**src/pkg/rtc_pkg.sv**
```systemverilog
package rtc_pkg;

  // Register map, reset values and writable-bit masks.
  localparam logic [15:0] RTC_ADDR_CLK_SEL   = 16'hFF54;
  localparam logic [15:0] RTC_ADDR_CTRL0     = 16'hFF89;
  localparam logic [7:0]  RTC_CLK_SEL_RESET  = 8'h00;
  localparam logic [7:0]  RTC_CTRL0_RESET    = 8'h00;
  localparam logic [7:0]  RTC_CLK_SEL_MASK   = 8'h03;
  localparam logic [7:0]  RTC_CTRL0_MASK     = 8'hBF;

  // Field positions in control register zero.
  localparam int          RTC_RUN_BIT        = 7;
  localparam int          RTC_ONE_HZ_BIT     = 5;
  localparam int          RTC_FAST_BIT       = 4;
  localparam int          RTC_HOUR_FMT_BIT   = 3;
  localparam int          RTC_PERIOD_MSB     = 2;

  // Prescaler and sub-count stage.
  localparam int          RTC_PRESCALE_W     = 8;
  localparam int          RTC_SUB_DIV        = 32768;
  localparam int          RTC_SUB_W          = 15;
  localparam logic [14:0] RTC_SUB_LAST       = 15'(RTC_SUB_DIV - 1);
  localparam logic [14:0] RTC_SUB_HALF       = 15'(RTC_SUB_DIV / 2 - 1);

  // Calendar reset values and limits, all BCD.
  localparam logic [7:0]  RTC_SEC_RESET      = 8'h00;
  localparam logic [7:0]  RTC_MIN_RESET      = 8'h00;
  localparam logic [7:0]  RTC_HOUR_RESET     = 8'h12;
  localparam logic [7:0]  RTC_DAY_RESET      = 8'h01;
  localparam logic [7:0]  RTC_WEEK_RESET     = 8'h00;
  localparam logic [7:0]  RTC_MONTH_RESET    = 8'h01;
  localparam logic [7:0]  RTC_YEAR_RESET     = 8'h00;
  localparam logic [7:0]  RTC_SEC_MAX        = 8'h59;
  localparam logic [7:0]  RTC_WEEK_MAX       = 8'h06;
  localparam logic [7:0]  RTC_MONTH_MAX      = 8'h12;
  localparam logic [7:0]  RTC_YEAR_MAX       = 8'h99;
  localparam logic [7:0]  RTC_H24_MIN        = 8'h00;
  localparam logic [7:0]  RTC_H24_MAX        = 8'h23;
  localparam logic [7:0]  RTC_AM12           = 8'h12;
  localparam logic [7:0]  RTC_AM1            = 8'h01;
  localparam logic [7:0]  RTC_AM11           = 8'h11;
  localparam logic [7:0]  RTC_PM12           = 8'h32;
  localparam logic [7:0]  RTC_PM1            = 8'h21;
  localparam logic [7:0]  RTC_PM11           = 8'h31;

  typedef enum logic [1:0] {
    RTC_SRC_SUB    = 2'h0,
    RTC_SRC_DIV128 = 2'h1,
    RTC_SRC_DIV256 = 2'h2,
    RTC_SRC_NONE   = 2'h3
  } rtc_clk_src_t;

  typedef enum logic [2:0] {
    RTC_PER_OFF   = 3'h0,
    RTC_PER_HALF  = 3'h1,
    RTC_PER_SEC   = 3'h2,
    RTC_PER_MIN   = 3'h3,
    RTC_PER_HOUR  = 3'h4,
    RTC_PER_DAY   = 3'h5,
    RTC_PER_MONTH = 3'h6,
    RTC_PER_MON2  = 3'h7
  } rtc_period_t;

  function automatic logic [7:0] rtc_bcd_inc(input logic [7:0] v);
    if (v[3:0] == 4'h9) begin
      return {v[7:4] + 4'h1, 4'h0};
    end
    return {v[7:4], v[3:0] + 4'h1};
  endfunction

endpackage

```
**src/core/rtc_clk_src.sv**
```systemverilog
`timescale 1ns/1ps
module rtc_clk_src
  import rtc_pkg::*;
#(
  parameter int PRESCALE_W = RTC_PRESCALE_W
) (
  // Clock and reset.
  input  wire logic                  i_clk,
  input  wire logic                  i_reset_n,
  // Source selection and subsystem clock pin.
  input  wire rtc_pkg::rtc_clk_src_t i_sel,
  input  wire logic                  i_subsystem_clock,
  // Counter input clock as a level and a rising-edge pulse.
  output logic                       o_level,
  output logic                       o_tick
);
  import rtc_pkg::*;

  logic                  sub_meta;
  logic                  sub_sync;
  logic [PRESCALE_W-1:0] prescale;
  logic                  next_level;

  // The divided peripheral clock is taken from the prescaler bits.
  always_comb begin
    case (i_sel)
      RTC_SRC_SUB:    next_level = sub_sync;
      RTC_SRC_DIV128: next_level = prescale[6];
      RTC_SRC_DIV256: next_level = prescale[7];
      default:        next_level = 1'b0; // Prohibited code stops the clock.
    endcase
  end

  always_ff @(posedge i_clk or negedge i_reset_n) begin
    if (!i_reset_n) begin
      sub_meta <= 1'b0;
      sub_sync <= 1'b0;
      prescale <= '0;
      o_level  <= 1'b0;
    end else begin
      sub_meta <= i_subsystem_clock;
      sub_sync <= sub_meta;
      prescale <= prescale + 1'b1;
      o_level  <= next_level;
    end
  end

  assign o_tick = next_level & ~o_level;

endmodule // rtc_clk_src

```
**src/core/rtc_bcd_counter.sv**
```systemverilog
`timescale 1ns/1ps
module rtc_bcd_counter
  import rtc_pkg::*;
#(
  parameter logic [7:0] RESET_VAL = 8'h00
) (
  // Clock and reset.
  input  wire logic       i_clk,
  input  wire logic       i_reset_n,
  // Count request and BCD limits.
  input  wire logic       i_inc,
  input  wire logic [7:0] i_min,
  input  wire logic [7:0] i_max,
  // Count value and carry to the next stage.
  output logic [7:0]      o_value,
  output logic            o_wrap
);
  import rtc_pkg::*;

  // A value beyond the limit also wraps, so a shortened month recovers.
  assign o_wrap = i_inc & (o_value >= i_max);

  always_ff @(posedge i_clk or negedge i_reset_n) begin
    if (!i_reset_n) begin
      o_value <= RESET_VAL;
    end else if (o_wrap) begin
      o_value <= i_min;
    end else if (i_inc) begin
      o_value <= rtc_bcd_inc(o_value);
    end
  end

endmodule // rtc_bcd_counter

```
**src/core/rtc_control.sv**
```systemverilog
`timescale 1ns/1ps
module rtc_control
  import rtc_pkg::*;
(
  // Clock and reset.
  input  wire logic        i_clk,
  input  wire logic        i_reset_n,
  // Memory-manipulation access.
  input  wire logic [15:0] i_addr,
  input  wire logic        i_wr,
  input  wire logic        i_bit_wr,
  input  wire logic [2:0]  i_bit_pos,
  input  wire logic [7:0]  i_wdata,
  input  wire logic        i_rd,
  output logic [7:0]       o_rdata,
  // Counter wait and hour rewrite from the second control register.
  input  wire logic        i_counter_wait_request,
  input  wire logic        i_hour_wr,
  input  wire logic [7:0]  i_hour_wdata,
  // Subsystem clock pin.
  input  wire logic        i_subsystem_clock,
  // Pin outputs.
  output logic             o_one_hz_pin,
  output logic             o_fast_clock_pin,
  // Constant-period request to the shared interrupt.
  output logic             o_period_event,
  // Calendar values, BCD.
  output logic [7:0]       o_second,
  output logic [7:0]       o_minute,
  output logic [7:0]       o_hour,
  output logic [7:0]       o_day,
  output logic [7:0]       o_week,
  output logic [7:0]       o_month,
  output logic [7:0]       o_year
);
  import rtc_pkg::*;

  // Registers and their fields.
  logic [7:0]           clock_source_register_and_fast_clock_pin;
  logic [7:0]           control_register_zero;
  logic                 counter_run_enable;
  logic                 one_hz_output_enable;
  logic                 fast_clock_output_enable;
  logic                 hour_format_select;
  rtc_period_t          period_select;
  rtc_clk_src_t         clock_source;

  // Bus decode.
  logic                 hit_clk_sel;
  logic                 hit_ctrl0;
  logic                 any_write;
  logic [7:0]           next_clk_sel;
  logic [7:0]           next_ctrl0;
  logic [7:0]           read_mux;

  // Clocking and sub-count.
  logic                 frtc_level;
  logic                 frtc_tick;
  logic [RTC_SUB_W-1:0] sub_count;
  logic                 sub_overflow;
  logic                 half_event;
  logic                 second_pending;
  logic                 second_step;

  // Calendar chain.
  logic                 sec_wrap;
  logic                 min_wrap;
  logic                 hour_inc;
  logic                 hour_wrap;
  logic                 day_wrap;
  logic                 month_wrap;
  logic [7:0]           month_days;
  logic [7:0]           next_hour;
  logic                 next_period_event;

  // Replaces one bit of a register image for a single-bit write.
  function automatic logic [7:0] merge_bit(input logic [7:0] old, input logic [2:0] pos,
                                           input logic val);
    logic [7:0] res;
    res      = old;
    res[pos] = val;
    return res;
  endfunction

  // Days in a month; every year divisible by four is a leap year in 00 to 99.
  function automatic logic [7:0] days_in_month(input logic [7:0] month,
                                               input logic [7:0] year);
    logic leap;
    leap = year[4] ? (year[3:0] == 4'h2 || year[3:0] == 4'h6)
                   : (year[3:0] == 4'h0 || year[3:0] == 4'h4 || year[3:0] == 4'h8);
    case (month)
      8'h02:                      return leap ? 8'h29 : 8'h28;
      8'h04, 8'h06, 8'h09, 8'h11: return 8'h30;
      default:                    return 8'h31;
    endcase
  endfunction

  assign counter_run_enable       = control_register_zero[RTC_RUN_BIT];
  assign one_hz_output_enable     = control_register_zero[RTC_ONE_HZ_BIT];
  assign fast_clock_output_enable = control_register_zero[RTC_FAST_BIT];
  assign hour_format_select       = control_register_zero[RTC_HOUR_FMT_BIT];
  assign period_select            = rtc_period_t'(control_register_zero[RTC_PERIOD_MSB:0]);
  assign clock_source             = rtc_clk_src_t'(clock_source_register_and_fast_clock_pin[1:0]);

  // Register access: a byte write stores the data, a bit write changes one bit only.
  assign hit_clk_sel  = (i_addr == RTC_ADDR_CLK_SEL);
  assign hit_ctrl0    = (i_addr == RTC_ADDR_CTRL0);
  assign any_write    = i_wr | i_bit_wr;
  assign next_clk_sel = RTC_CLK_SEL_MASK & (i_bit_wr
                        ? merge_bit(clock_source_register_and_fast_clock_pin, i_bit_pos,
                                    i_wdata[0])
                        : i_wdata);
  assign next_ctrl0   = RTC_CTRL0_MASK & (i_bit_wr
                        ? merge_bit(control_register_zero, i_bit_pos, i_wdata[0])
                        : i_wdata);
  assign read_mux     = hit_clk_sel ? clock_source_register_and_fast_clock_pin
                      : hit_ctrl0   ? control_register_zero
                      : 8'h00;

  always_ff @(posedge i_clk or negedge i_reset_n) begin
    if (!i_reset_n) begin
      clock_source_register_and_fast_clock_pin <= RTC_CLK_SEL_RESET;
      control_register_zero                    <= RTC_CTRL0_RESET;
      o_rdata                                  <= 8'h00;
    end else begin
      if (any_write && hit_clk_sel) begin
        clock_source_register_and_fast_clock_pin <= next_clk_sel;
      end
      if (any_write && hit_ctrl0) begin
        control_register_zero <= next_ctrl0;
      end
      if (i_rd) begin
        o_rdata <= read_mux;
      end
    end
  end

  rtc_clk_src u_clk_src (
    .i_clk             (i_clk),
    .i_reset_n         (i_reset_n),
    .i_sel             (clock_source),
    .i_subsystem_clock (i_subsystem_clock),
    .o_level           (frtc_level),
    .o_tick            (frtc_tick)
  );

  // The sub-count keeps running during a wait so the time base is not lost.
  assign sub_overflow = frtc_tick & counter_run_enable & (sub_count == RTC_SUB_LAST);
  assign half_event   = frtc_tick & counter_run_enable & (sub_count == RTC_SUB_HALF);
  assign second_step  = counter_run_enable & ~i_counter_wait_request
                      & (sub_overflow | second_pending);

  always_ff @(posedge i_clk or negedge i_reset_n) begin
    if (!i_reset_n) begin
      sub_count      <= '0;
      second_pending <= 1'b0;
    end else begin
      if (frtc_tick && counter_run_enable) begin
        sub_count <= sub_count + 1'b1;
      end
      // An overflow during a wait is held and counted once the wait ends.
      if (i_counter_wait_request) begin
        second_pending <= second_pending | sub_overflow;
      end else begin
        second_pending <= 1'b0;
      end
    end
  end

  rtc_bcd_counter #(.RESET_VAL(RTC_SEC_RESET)) u_second (
    .i_clk     (i_clk),
    .i_reset_n (i_reset_n),
    .i_inc     (second_step),
    .i_min     (RTC_SEC_RESET),
    .i_max     (RTC_SEC_MAX),
    .o_value   (o_second),
    .o_wrap    (sec_wrap)
  );

  rtc_bcd_counter #(.RESET_VAL(RTC_MIN_RESET)) u_minute (
    .i_clk     (i_clk),
    .i_reset_n (i_reset_n),
    .i_inc     (sec_wrap),
    .i_min     (RTC_MIN_RESET),
    .i_max     (RTC_SEC_MAX),
    .o_value   (o_minute),
    .o_wrap    (min_wrap)
  );

  // Hour sequence in 12-hour mode: 12, 01..11, 32, 21..31, then back to 12.
  assign hour_inc  = min_wrap;
  assign hour_wrap = hour_inc & (hour_format_select ? (o_hour >= RTC_H24_MAX)
                                                    : (o_hour == RTC_PM11));

  always_comb begin
    if (hour_format_select) begin
      next_hour = (o_hour >= RTC_H24_MAX) ? RTC_H24_MIN : rtc_bcd_inc(o_hour);
    end else begin
      case (o_hour)
        RTC_AM12: next_hour = RTC_AM1;
        RTC_AM11: next_hour = RTC_PM12;
        RTC_PM12: next_hour = RTC_PM1;
        RTC_PM11: next_hour = RTC_AM12;
        default:  next_hour = rtc_bcd_inc(o_hour);
      endcase
    end
  end

  // The hour is not re-encoded on a format change; software rewrites it under wait.
  always_ff @(posedge i_clk or negedge i_reset_n) begin
    if (!i_reset_n) begin
      o_hour <= RTC_HOUR_RESET;
    end else if (i_hour_wr) begin
      o_hour <= i_hour_wdata;
    end else if (hour_inc) begin
      o_hour <= next_hour;
    end
  end

  assign month_days = days_in_month(o_month, o_year);

  rtc_bcd_counter #(.RESET_VAL(RTC_DAY_RESET)) u_day (
    .i_clk     (i_clk),
    .i_reset_n (i_reset_n),
    .i_inc     (hour_wrap),
    .i_min     (RTC_DAY_RESET),
    .i_max     (month_days),
    .o_value   (o_day),
    .o_wrap    (day_wrap)
  );

  rtc_bcd_counter #(.RESET_VAL(RTC_WEEK_RESET)) u_week (
    .i_clk     (i_clk),
    .i_reset_n (i_reset_n),
    .i_inc     (hour_wrap),
    .i_min     (RTC_WEEK_RESET),
    .i_max     (RTC_WEEK_MAX),
    .o_value   (o_week),
    .o_wrap    ()
  );

  rtc_bcd_counter #(.RESET_VAL(RTC_MONTH_RESET)) u_month (
    .i_clk     (i_clk),
    .i_reset_n (i_reset_n),
    .i_inc     (day_wrap),
    .i_min     (RTC_MONTH_RESET),
    .i_max     (RTC_MONTH_MAX),
    .o_value   (o_month),
    .o_wrap    (month_wrap)
  );

  rtc_bcd_counter #(.RESET_VAL(RTC_YEAR_RESET)) u_year (
    .i_clk     (i_clk),
    .i_reset_n (i_reset_n),
    .i_inc     (month_wrap),
    .i_min     (RTC_YEAR_RESET),
    .i_max     (RTC_YEAR_MAX),
    .o_value   (o_year),
    .o_wrap    ()
  );

  // Constant-period selection; from the second up, each event is the carry out of the stage below.
  always_comb begin
    case (period_select)
      RTC_PER_OFF:  next_period_event = 1'b0;
      RTC_PER_HALF: next_period_event = half_event | second_step;
      RTC_PER_SEC:  next_period_event = second_step;
      RTC_PER_MIN:  next_period_event = sec_wrap;
      RTC_PER_HOUR: next_period_event = min_wrap;
      RTC_PER_DAY:  next_period_event = hour_wrap;
      default:      next_period_event = day_wrap;
    endcase
  end

  // Pin gating is registered; a mid-phase enable change can still give a short
  // pulse, which is why the 1 Hz enable should only move while counting is stopped.
  always_ff @(posedge i_clk or negedge i_reset_n) begin
    if (!i_reset_n) begin
      o_one_hz_pin     <= 1'b0;
      o_fast_clock_pin <= 1'b0;
      o_period_event   <= 1'b0;
    end else begin
      o_one_hz_pin     <= one_hz_output_enable & counter_run_enable
                          & sub_count[RTC_SUB_W-1];
      o_fast_clock_pin <= fast_clock_output_enable & frtc_level;
      o_period_event   <= next_period_event;
    end
  end

endmodule // rtc_control

```
**config.mk**
```make
export PLATFORM = sky130hd
export DESIGN_NAME = rtc_control
export DESIGN_NICKNAME = d
export VERILOG_FILES = /design/src/pkg/rtc_pkg.sv /design/src/core/rtc_clk_src.sv /design/src/core/rtc_bcd_counter.sv /design/src/core/rtc_control.sv
export SDC_FILE = /design/constraint.sdc
export NUM_CORES = 1
export LEC_CHECK = 0
export BUFFER_PORTS_ARGS = -buffer_cell sky130_fd_sc_hd__buf_2
export CAP_MARGIN = 0
export CORE_UTILIZATION = 35
export DETAILED_ROUTE_END_ITERATION = 10
export HOLD_SLACK_MARGIN = 0.02
export SLEW_MARGIN = 0
export SYNTH_ARGS = -nofsm -noshare
export SYNTH_HDL_FRONTEND = slang
export SYNTH_SLANG_ARGS = --single-unit
```
**constraint.sdc**
```tcl
create_clock -name i_clk -period 4.75 [get_ports i_clk]
set_clock_uncertainty 0.2 [all_clocks]
set_input_delay 0.2375 -clock i_clk [delete_from_list [all_inputs] [get_ports i_clk]]
set_output_delay 0.2375 -clock i_clk [all_outputs]
set_load 0.03 [all_outputs]
```
== Word level (Yosys, flattened, before mapping) ==
Cells that the tools add are included.

* $lt $le $gt $ge: 9
* Add/sub/neg operators: 16
* Bitwise gates (word level): 21
* Multiplexer cells: 69
* Div/mod/pow operators: 0
* Shift-type cells: 0
* Multipliers: 0
* Equality and inequality tests: 32
* Reduce and logical (&&, ||, !) cells: 33

{| class="wikitable"
|+ Operators with widths
! operator !! number
|-
| $mux W8 || 34
|-
| $add A4 B1 Y4 const B || 14
|-
| $eq A16 B16 Y1 const B || 2
|-
| $eq A4 B4 Y1 const B || 8
|-
| $pmux W8 S4 || 1
|-
| $mux W1 || 27
|-
| $reduce_bool A2 Y1 || 13
|-
| $eq A8 B5 Y1 const B || 3
|-
| $and A1 B1 Y1 || 16
|-
| $bwmux W8 || 2
|-
| $eq A8 B3 Y1 const B || 2
|-
| $eq A8 B6 Y1 const B || 2
|-
| $ge A8 B7 Y1 const B || 2
|-
| $pmux W8 S2 || 1
|-
| $add A15 B1 Y15 const B || 1
|-
| $eq A15 B14 Y1 const B || 1
|-
| $eq A15 B15 Y1 const B || 1
|-
| $reduce_and A2 Y1 || 6
|-
| $add A8 B1 Y8 const B || 1
|-
| $eq A4 B3 Y1 const B || 2
|-
| $eq A8 B2 Y1 const B || 1
|-
| $eq A8 B4 Y1 const B || 1
|-
| $ge A8 B3 Y1 const B || 1
|-
| $ge A8 B5 Y1 const B || 1
|-
| 26 further kinds || 37
|}

* Input bits: 43
* Memories kept: 0
* Register bits after elaboration: 103
* Memory bits (writable): 0
* ROM bits: 0
* Latch bits: 0
* Output and inout bits: 67

== Longest topological paths before layout ==
Gate-level depths: netlist of the first run.

* Word-level depth: 17
* Gate-level depth with buffers: 13

== Cells and area by module ==
Synthesis of the first run repeated with hierarchy kept, for this count alone.

* Cells, all modules: 767
* Area, all modules: 7272.0 µm²

{| class="wikitable"
|+ Modules (own cells, without submodules)
! module !! cells each !! area each (µm²) !! instances
|-
| rtc_bcd_counter (u_minute ...) || 76 || 713.2 || 4
|-
| rtc_control || 279 || 2572.5 || 1
|-
| rtc_bcd_counter (u_day ...) || 76 || 714.4 || 2
|-
| rtc_clk_src || 32 || 417.9 || 1
|}

== Worst setup path before layout of the first run ==
No wires, ideal clock.

* Path kind: register to register
* Start: register u_year.o_value[2]
* End: register u_year.o_value[3]
* Slack: 1.460 ns
* Cell stages (with the launch flop): 13
* Arrival: 2.962 ns
* Data required time: 4.422 ns
* Cells stage by stage: dfrtp_1 > clkbuf_1 > a211oi_1 > a31oi_1 > o311ai_0 > ha_1 > nor4b_1 > o221ai_1 > and2_1 > and4_1 > buf_2 > a41oi_1 > o32ai_1

* Longest elaborated chain between the ends: 11
* Elaborated cells on any way between the ends: 25
* Those cells by class: 1 x add/sub; 2 x order compare; 5 x eq/ne; 9 x mux; 3 x bitwise; 5 x reduce/logical

{| class="wikitable"
|+ RTL lines
! item !! line !! source
|-
| from (decl) || rtc_bcd_counter.sv:15 || <nowiki>output logic [7:0] o_value,</nowiki>
|-
| from (signal assigned) || rtc_bcd_counter.sv:27 || <nowiki>o_value <= i_min;</nowiki>
|-
| from (signal assigned) || rtc_bcd_counter.sv:29 || <nowiki>o_value <= rtc_bcd_inc(o_value);</nowiki>
|-
| $eq A4 B3 Y1 or $logic_not A4 Y1 (tied branches) || rtc_control.sv:90 || <nowiki>: (year[3:0] == 4'h0 || year[3:0] == 4'h4 || year[3:0] == 4'h8);</nowiki>
|-
| $logic_or A1 B1 Y1 (2 in a row) || rtc_control.sv:90 ||
|-
| $mux W1 || rtc_control.sv:89 || <nowiki>leap = year[4] ? (year[3:0] == 4'h2 || year[3:0] == 4'h6)</nowiki>
|-
| $mux W1 || rtc_control.sv:92 || <nowiki>8'h02: return leap ? 8'h29 : 8'h28;</nowiki>
|-
| $pmux W8 S2 || rtc_control.sv:91 || <nowiki>case (month)</nowiki>
|-
| $ge A8 B8 Y1 || rtc_bcd_counter.sv:21 || <nowiki>assign o_wrap = i_inc & (o_value >= i_max);</nowiki>
|-
| $and A1 B1 Y1 (3 in a row) || rtc_bcd_counter.sv:21 ||
|-
| $mux W8 or $reduce_bool A2 Y1 (tied branches) || -- ||
|}

Several ways; a longest one is shown, not always the timed one. The select of a mux whose other input is x is not followed.
A chain may end at the register's enable or synchronous reset.

== Final worst setup path of the first run ==
* Start: register u_month.o_value[5]
* End: register u_month.o_value[2]

* Longest elaborated chain between the ends: 7
* Elaborated cells on any way between the ends: 13
* Those cells by class: 2 x order compare; 5 x eq/ne; 2 x mux; 2 x bitwise; 2 x reduce/logical

{| class="wikitable"
|+ RTL lines
! item !! line
|-
| from (decl) || rtc_bcd_counter.sv:15
|-
| from (signal assigned) || rtc_bcd_counter.sv:27
|-
| from (signal assigned) || rtc_bcd_counter.sv:29
|-
| $eq A8 B3 Y1, or another cell as far along || rtc_control.sv:91
|-
| $reduce_or A4 Y1 || rtc_control.sv:91
|-
| $pmux W8 S2 || rtc_control.sv:91
|-
| $ge A8 B8 Y1 || rtc_bcd_counter.sv:21
|-
| $and A1 B1 Y1 (2 in a row) || rtc_bcd_counter.sv:21
|-
| $mux W8 or $reduce_bool A2 Y1 (tied branches) || --
|}

Several ways; a longest one is shown, not always the timed one.

==> run_results.csv, run 1 <==
group,metric,value,unit
cts,clk_pin_slew,0.07,ns
cts,clock_latency,0.35,ns
logic_synthesis,synth_xor_xnor_area_share,3.219,%
layout,final_cells,949,
layout,ff_latch_area,2557,um^2
die,rows,46,
cts,numCtsBuffers,9,
power_and_ir_drop,leakage,3.133,nW
logic_synthesis,synth_edf_count,0,
place,io_buffers,107,
timing,fmax,268.9,MHz
critical_path,cpPeakStageDelay,0.64,ns
critical_path,critPathKind,"reg -> reg",
power_and_ir_drop,power.density,266.2,nW/um^2
worst_hold_path,hold_path.startpoint,"i_wdata[3]",
worst_hold_path,holdPathStages,3,
detailed_routing,vias,4990,
detailed_routing,wl_met3,555,um
logic_synthesis,ys_types,74,
cts,cts_sinks,102,
cts,cts-resized-gates,0,
cts,clockBufferDepth,2,
global_routing,antenna_found_initial,0,
logic_synthesis,synth_top_area_cell,"dfrtp_1",
timing,hold_violations,0,
critical_path,critPathLaunch,"u_month.o_value[5]$_DFFE_PN0P_",
critical_path,cp_slowest_cell,"or4_1",
detailed_routing,dr_wl_met2,6909,um
critical_path,path_common_cell,"ha_1",
detailed_routing,wl_met1,6304,um
detailed_routing,drcViolationCount,0,
timing,max-slew-margin-rel,43.94,%
critical_path,regToRegStartpoint,"u_month.o_value[5]$_DFFE_PN0P_",
place,dp_cells,918,
timing,rsz0062_at_grt,"false",
logic_synthesis,async_reset_ff_share,100.0,%
cts,cts_tree,"yes",
logic_synthesis,yosysSeqAreaShare,44.76,%
logic_synthesis,yosys-mux-area-fraction,2.409,%
logic_synthesis,synth_top_family_by_area,"simple AND/OR/NAND/NOR gates",
global_routing,gr-total-overflow,0,
timing,fin_setup_tns,0,ns
worst_hold_path,hold_path_class,"in -> reg",
place,hpwlAfterDp,10250,um
critical_path,cp.arrival,3.81,ns
global_routing,grt_pass1_vias,4840,
layout,multi_input_area,2940,um^2
critical_path,critPathLaunchType,"flip-flop",
logic_synthesis,yosysWarnings,0,
detailed_routing,drt-vias-per-instance,5.258,
critical_path,cp.depth,10,
logic_synthesis,syn-num-nets,682,
global_routing,grt_pass1_wl,23160,um
timing,tightestPinTransition,0.8370,ns
detailed_routing,wl_per_cell,14.71,um
logic_synthesis,synth-seq-cells,102,
critical_path,cp_max_fo,15,
layout,antennaDiodeCount,0,
critical_path,critPathTopFamily,"simple AND/OR/NAND/NOR gates",
critical_path,crit_path_end_kind,"flip-flop",
run,maxCapViolations,0,
outcome,status,"complete, no violations",
timing,post-route-min-period,3.718,ns
logic_synthesis,syn_inst,616,
timing,final.period_utilization,78.28,%
logic_synthesis,syn-cell-area,5714,um^2
layout,drive_above_1_share,20.33,%
layout,area_delta_synth_final,20.52,%
layout,nets,794,
die,dieHeight,129.8,um
die,pin_count,110,
cts,ctsHoldBuffers,15,
detailed_routing,first_iter_violations,322,
global_routing,track_usage,17.41,%
detailed_routing,first_pass_iters,4,
logic_synthesis,synthAdderAreaFrac,5.036,%
logic_synthesis,yosys.area_share.simple,22.16,%
detailed_routing,top_layer,"met4",
cts,htreeDepth,3,
critical_path,crit_chain,"inv_1, ha_1, nand4_1, o311ai_0, ha_1, nor4b_1, o221ai_1, nand4_2, or4_1, nand3_1",
power_and_ir_drop,ir_worst_vdd,0.1488,mV
place,place.gp.congestion,0.7792,
cts,cts-root-buf,"clkbuf_16",
die,core-area,15890,um^2
detailed_routing,drt-total-wl,13960,um
detailed_routing,antenna_left,0,
logic_synthesis,syn_avg_cell_area,9.276,um^2
layout,fill_cells,1602,
critical_path,critical_path_required,4.84,ns
timing,maxSlewViolCount,0,
die,fp.dieW,129.8,um
logic_synthesis,synth-main-ff-cell,"dfrtp_1",
die,initial_core_util,35.97,%
critical_path,r2r_cells,10,
global_routing,grt_start_max_net_pins,63,
critical_path,crit_buf_inv,1,
logic_synthesis,synthTopCellsByArea,"dfrtp_1, o21ai_0, ha_1",
die,die_area,16840,um^2
logic_synthesis,synth_top_area_share,42.92,%
cts,postCtsSetupRepairBufs,0,
logic_synthesis,synth_compound_area_share,18.57,%
timing,finalSetupViolations,0,
[layout make-up]
type | count | share of cell area, %
multi-input cells | 461 | 42.70
repair buffers | 124 | 10.21
inverters | 30 | 1.635
clock buffers | 9 | 3.270
flip-flops and latches | 102 | 37.14
well taps | 216 | 3.924
clock inverters | 7 | 1.126
[tightest hold or removal path: cells and delay by family]
kind / cells / cell delay (ns)
AO/OA/AOI/OAI: 2 / 0.21
buffers and inverters: 1 / 0.09
[synth_stat cells, types with 4 or more instances]
library cell / number
nand2b_1: 9
o21ai_0: 64
dfstp_2: 4
a22oi_1: 6
nor2b_1: 13
nand4_1: 12
nor3_1: 10
and2_1: 11
xor2_1: 8
inv_1: 30
o31ai_1: 14
mux2i_1: 7
dfrtp_1: 98
buf_2: 4
mux2_2: 6
and3_1: 8
xnor2_1: 13
a31oi_1: 9
nand2_1: 65
o41ai_1: 5
clkbuf_1: 16
nand3_1: 41
nor2_1: 37
ha_1: 23
a21oi_1: 28
[state kept, by name (all words and copies together), names as in the netlist, 2 cells and up]
register,count
sub_count,15
o_hour,8
u_clk_src.prescale,8
u_day.o_value,8
u_minute.o_value,8
u_month.o_value,8
u_second.o_value,8
u_week.o_value,8
u_year.o_value,8
control_register_zero,7
o_rdata,7
clock_source_register_and_fast_clock_pin,2
[placed cells by master, fill, tap and decap left out, types with 3 or more instances in the layout]
master,Yosys,final
a21o_1,3,3
a21oi_1,28,28
a22oi_1,6,6
a31oi_1,9,9
and2_1,11,11
and3_1,8,8
buf_2,4,106
buf_4,1,3
clkbuf_16,0,9
dfrtp_1,98,98
dfstp_2,4,4
dlygate4sd3_1,0,15
ha_1,23,23
inv_1,30,30
inv_6,0,4
mux2_2,6,6
mux2i_1,7,7
nand2_1,65,65
nand2b_1,9,9
nand3_1,41,41
nand3b_1,3,3
nand4_1,12,12
nand4b_1,3,3
nor2_1,37,37
nor2b_1,13,13
nor3_1,10,10
nor3b_1,3,3
nor4_1,3,3
nor4b_1,3,3
o21a_1,3,3
o21ai_0,64,64
o31ai_1,14,14
o32ai_1,3,3
o41ai_1,5,5
or4_1,3,3
xnor2_1,13,13
xor2_1,8,8
[cell families (layout without fill, tap and decap cells)]
kind of cell | after synthesis | in the layout
muxes | 13 | 13
and+or+nand+nor | 239 | 239
other | 1 | 1
AOI/OAI and AO/OA | 164 | 164
buffers and inverters | 53 | 170
DFF | 102 | 102
xor gates and xnor gates | 21 | 21
adders and majority gates | 23 | 23
[per-stage QoR]
stage / utilization (%) / hold WS (ns) / area (um^2) / power [mW] / setup WS (ns)
6_report: 43.35 / 0.02426 / 6887 / 1.833 / 1.032
5_1_grt: 43.35 / 0.05665 / 6887 / 1.907 / 0.7303
4_1_cts: 43.35 / 0.02264 / 6887 / 1.859 / 1.019
3_5_place_dp: 40.50 / 0.1448 / 6434 / 1.073 / 1.045
3_3_place_gp: 40.50 / 0.1433 / 6434 / 1.068 / 1.164
2_1_floorplan: - / -0.2581 / 5714 / 1.008 / 1.460
[final timing paths]
path / endpoint / slack (ns)
max: u_month.o_value[2]$_DFFE_PN0P_ / 1.03
min: control_register_zero[3]$_DFFE_PN0P_ / 0.02
min reg2reg: u_clk_src.sub_sync$_DFF_PN0_ / 0.16
max reg2reg: u_month.o_value[2]$_DFFE_PN0P_ / 1.03
min in group asynchronous: u_week.o_value[3]$_DFFE_PN0P_ / 0.30
max in group asynchronous: o_hour[1]$_DFFE_PN1P_ / 2.96
[metal layers]
layer	vias up	global-route usage [%]
met5	-	0
met4	0	6.224
met3	13	3.280
met2	92	29.95
met1	2418	21.82
li1	2467	-
[power by group]
| group | internal [mW] | switching, mW | total (mW) |
|---|---|---|---|
| registers | 0.880 | 0.0244 | 0.905 |
| logic | 0.0602 | 0.0987 | 0.159 |
| clock network | 0.416 | 0.354 | 0.770 |
| total | 1.36 | 0.477 | 1.83 |
Power figures use the tool's default switching activity.
==> run 2, diff against run 1 <==
==> constraint.sdc (replaced) <==
create_clock -name i_clk -period 3.5 [get_ports i_clk]
set_clock_uncertainty 0.2 [all_clocks]
set_input_delay 0.175 -clock i_clk [delete_from_list [all_inputs] [get_ports i_clk]]
set_output_delay 0.175 -clock i_clk [all_outputs]
set_load 0.03 [all_outputs]
==> run 2 against run 1 <==
Final cell count is 1.7% higher. Combinational power is 43% higher. Sequential share of layout area is 0.64 points lower. Sequential power is 36% higher. Largest power group unchanged.
==> run_results.csv, run 2 (synthesis results as in run 1) <==
group,metric,value,unit
critical_path,path_common_cell,"ha_1",
cts,numCtsBuffers,9,
critical_path,crit_chain,"inv_1, ha_1, nand4_1, o311ai_1, ha_1, nor4b_1, o221ai_1, and2_1, and4_1, a41oi_1, o32ai_1",
layout,final_cells,965,
critical_path,cp.arrival,3.22,ns
timing,max-slew-margin-rel,50.67,%
detailed_routing,drcViolationCount,0,
power_and_ir_drop,leakage,3.188,nW
cts,cts_tree,"yes",
global_routing,grt_start_max_net_pins,53,
global_routing,gr-total-overflow,0,
layout,layout_commonest_cell,"buf_2",
outcome,status,"complete, no violations",
critical_path,crit_buf_inv,1,
power_and_ir_drop,power,2.406,mW
cts,clockBufferDepth,2,
detailed_routing,first_pass_iters,6,
cts,clock_latency,0.35,ns
timing,post-route-min-period,3.202,ns
cts,clk_pin_slew,0.07,ns
timing,hold_violations,0,
timing,finalSetupViolations,0,
layout,drive_above_1_share,20.72,%
global_routing,grt_pass1_vias,4829,
die,pin_count,110,
timing,tightestPinTransition,0.7365,ns
layout,fill_cells,1561,
critical_path,critPathTopFamily,"simple AND/OR/NAND/NOR gates",
timing,fin_setup_tns,0,ns
layout,layout_common_cells,"buf_2, dfrtp_1, nand2_1, o21ai_0, nand3_1",
place,io_buffers,107,
die,core-area,15890,um^2
timing,rsz0062_at_grt,"false",
critical_path,critical_path_required,3.52,ns
cts,htreeDepth,3,
power_and_ir_drop,power.density,343.3,nW/um^2
detailed_routing,drt-vias-per-instance,5.299,
layout,largest_reg_flops,15,
layout,utilization,44.12,%
critical_path,cpPeakStageDelay,0.43,ns
place,hpwlAfterDp,10500,um
run,maxCapViolations,0,
die,rows,46,
layout,area_delta_synth_final,22.64,%
timing,final.period_utilization,91.48,%
global_routing,antenna_found_initial,1,
critical_path,cp_max_fo,6,
detailed_routing,drt-total-wl,14350,um
critical_path,crit_path_end_kind,"flip-flop",
detailed_routing,first_iter_violations,415,
layout,nets,809,
layout,top_register,"sub_count",
cts,cts-root-buf,"clkbuf_16",
power_and_ir_drop,ir_worst_vdd,0.2252,mV
detailed_routing,antenna_left,0,
die,initial_core_util,35.97,%
global_routing,grt_pass1_wl,23130,um
worst_hold_path,hold_path_class,"in -> reg",
detailed_routing,wl_per_cell,14.87,um
critical_path,cp_slowest_cell,"dfrtp_1",
die,die_area,16840,um^2
critical_path,critPathLaunchType,"flip-flop",
detailed_routing,vias,5114,
critical_path,critPathKind,"reg -> reg",
die,fp.dieW,129.8,um
timing,maxSlewViolCount,0,
place,dp_cells,925,
place,place.gp.congestion,0.8142,
global_routing,track_usage,17.32,%
timing,fmax,312.3,MHz
die,dieHeight,129.8,um
cts,cts_sinks,102,
[run 2: area by class of cell]
class	instances	area [um^2]	share of cell area, %
clock inverter	5	33.78	0.4821
timing repair buffer	139	848.3	12.10
clock buffer	11	242.7	3.464
inverter	30	112.6	1.607
tap	216	270.3	3.856
sequential	102	2557	36.49
multi-input combinational	461	2940	41.96
antenna	1	2.502	0.03571
[run 2: power by group]
part,total (mW),switching [mW],internal (mW)
logic,0.227,0.137,0.0898
registers,1.23,0.0338,1.20
clock network,0.950,0.447,0.502
total,2.41,0.618,1.79
[run 2: routing by layer]
metal	vias up	global-route usage (%)	share of wire, %
met1	2478	21.89	45
met5	-	0	0
met3	11	3.813	4.9
met4	0	4.925	0.96
met2	124	29.73	49
li1	2501	-	-
[run 2: worst paths after layout]
check / from / endpoint / slack (ns) / cells after the start
max in group asynchronous: i_reset_n / u_month.o_value[0]$_DFFE_PN1P_ / 2.13 / 3
min reg2reg: u_clk_src.sub_meta$_DFF_PN0_ / u_clk_src.sub_sync$_DFF_PN0_ / 0.19 / 0
max reg2reg: u_month.o_value[4]$_DFFE_PN0P_ / u_year.o_value[3]$_DFFE_PN0P_ / 0.30 / 11
min in group asynchronous: i_reset_n / u_week.o_value[0]$_DFFE_PN0P_ / 0.21 / 2
min: i_hour_wr / o_hour[0]$_DFFE_PN0P_ / 0.05 / 2
max: u_month.o_value[4]$_DFFE_PN0P_ / u_year.o_value[3]$_DFFE_PN0P_ / 0.30 / 11
[run 2: what timing repair did]
item                       4_1_cts  5_1_grt
buffers inserted                 0        0
setup endpoints to repair        0        1
hold endpoints to repair        74        0
gates resized for setup          0        1
hold buffers                    23        0
[run 2: worst register-to-register path, delay by kind of cell, from the launching register on]
kind | cells | cell delay [ns]
buf+inv | 1 | 0.10
flops | 1 | 0.43
compound gates | 4 | 0.92
fa+ha+maj | 2 | 0.49
simple gates | 4 | 0.93
[run 2: stage by stage]
stage                     hold slack [ns]  cell area [um^2]  setup slack (ns)
final                             0.04831              7008            0.2983
after global placement            0.04842              6499            0.3129
after floorplan                   -0.3206              5714            0.2099
after detailed placement          0.05421              6499            0.2044
after global routing              0.04349              7008           0.03281
after CTS                         0.02153              7005            0.1781
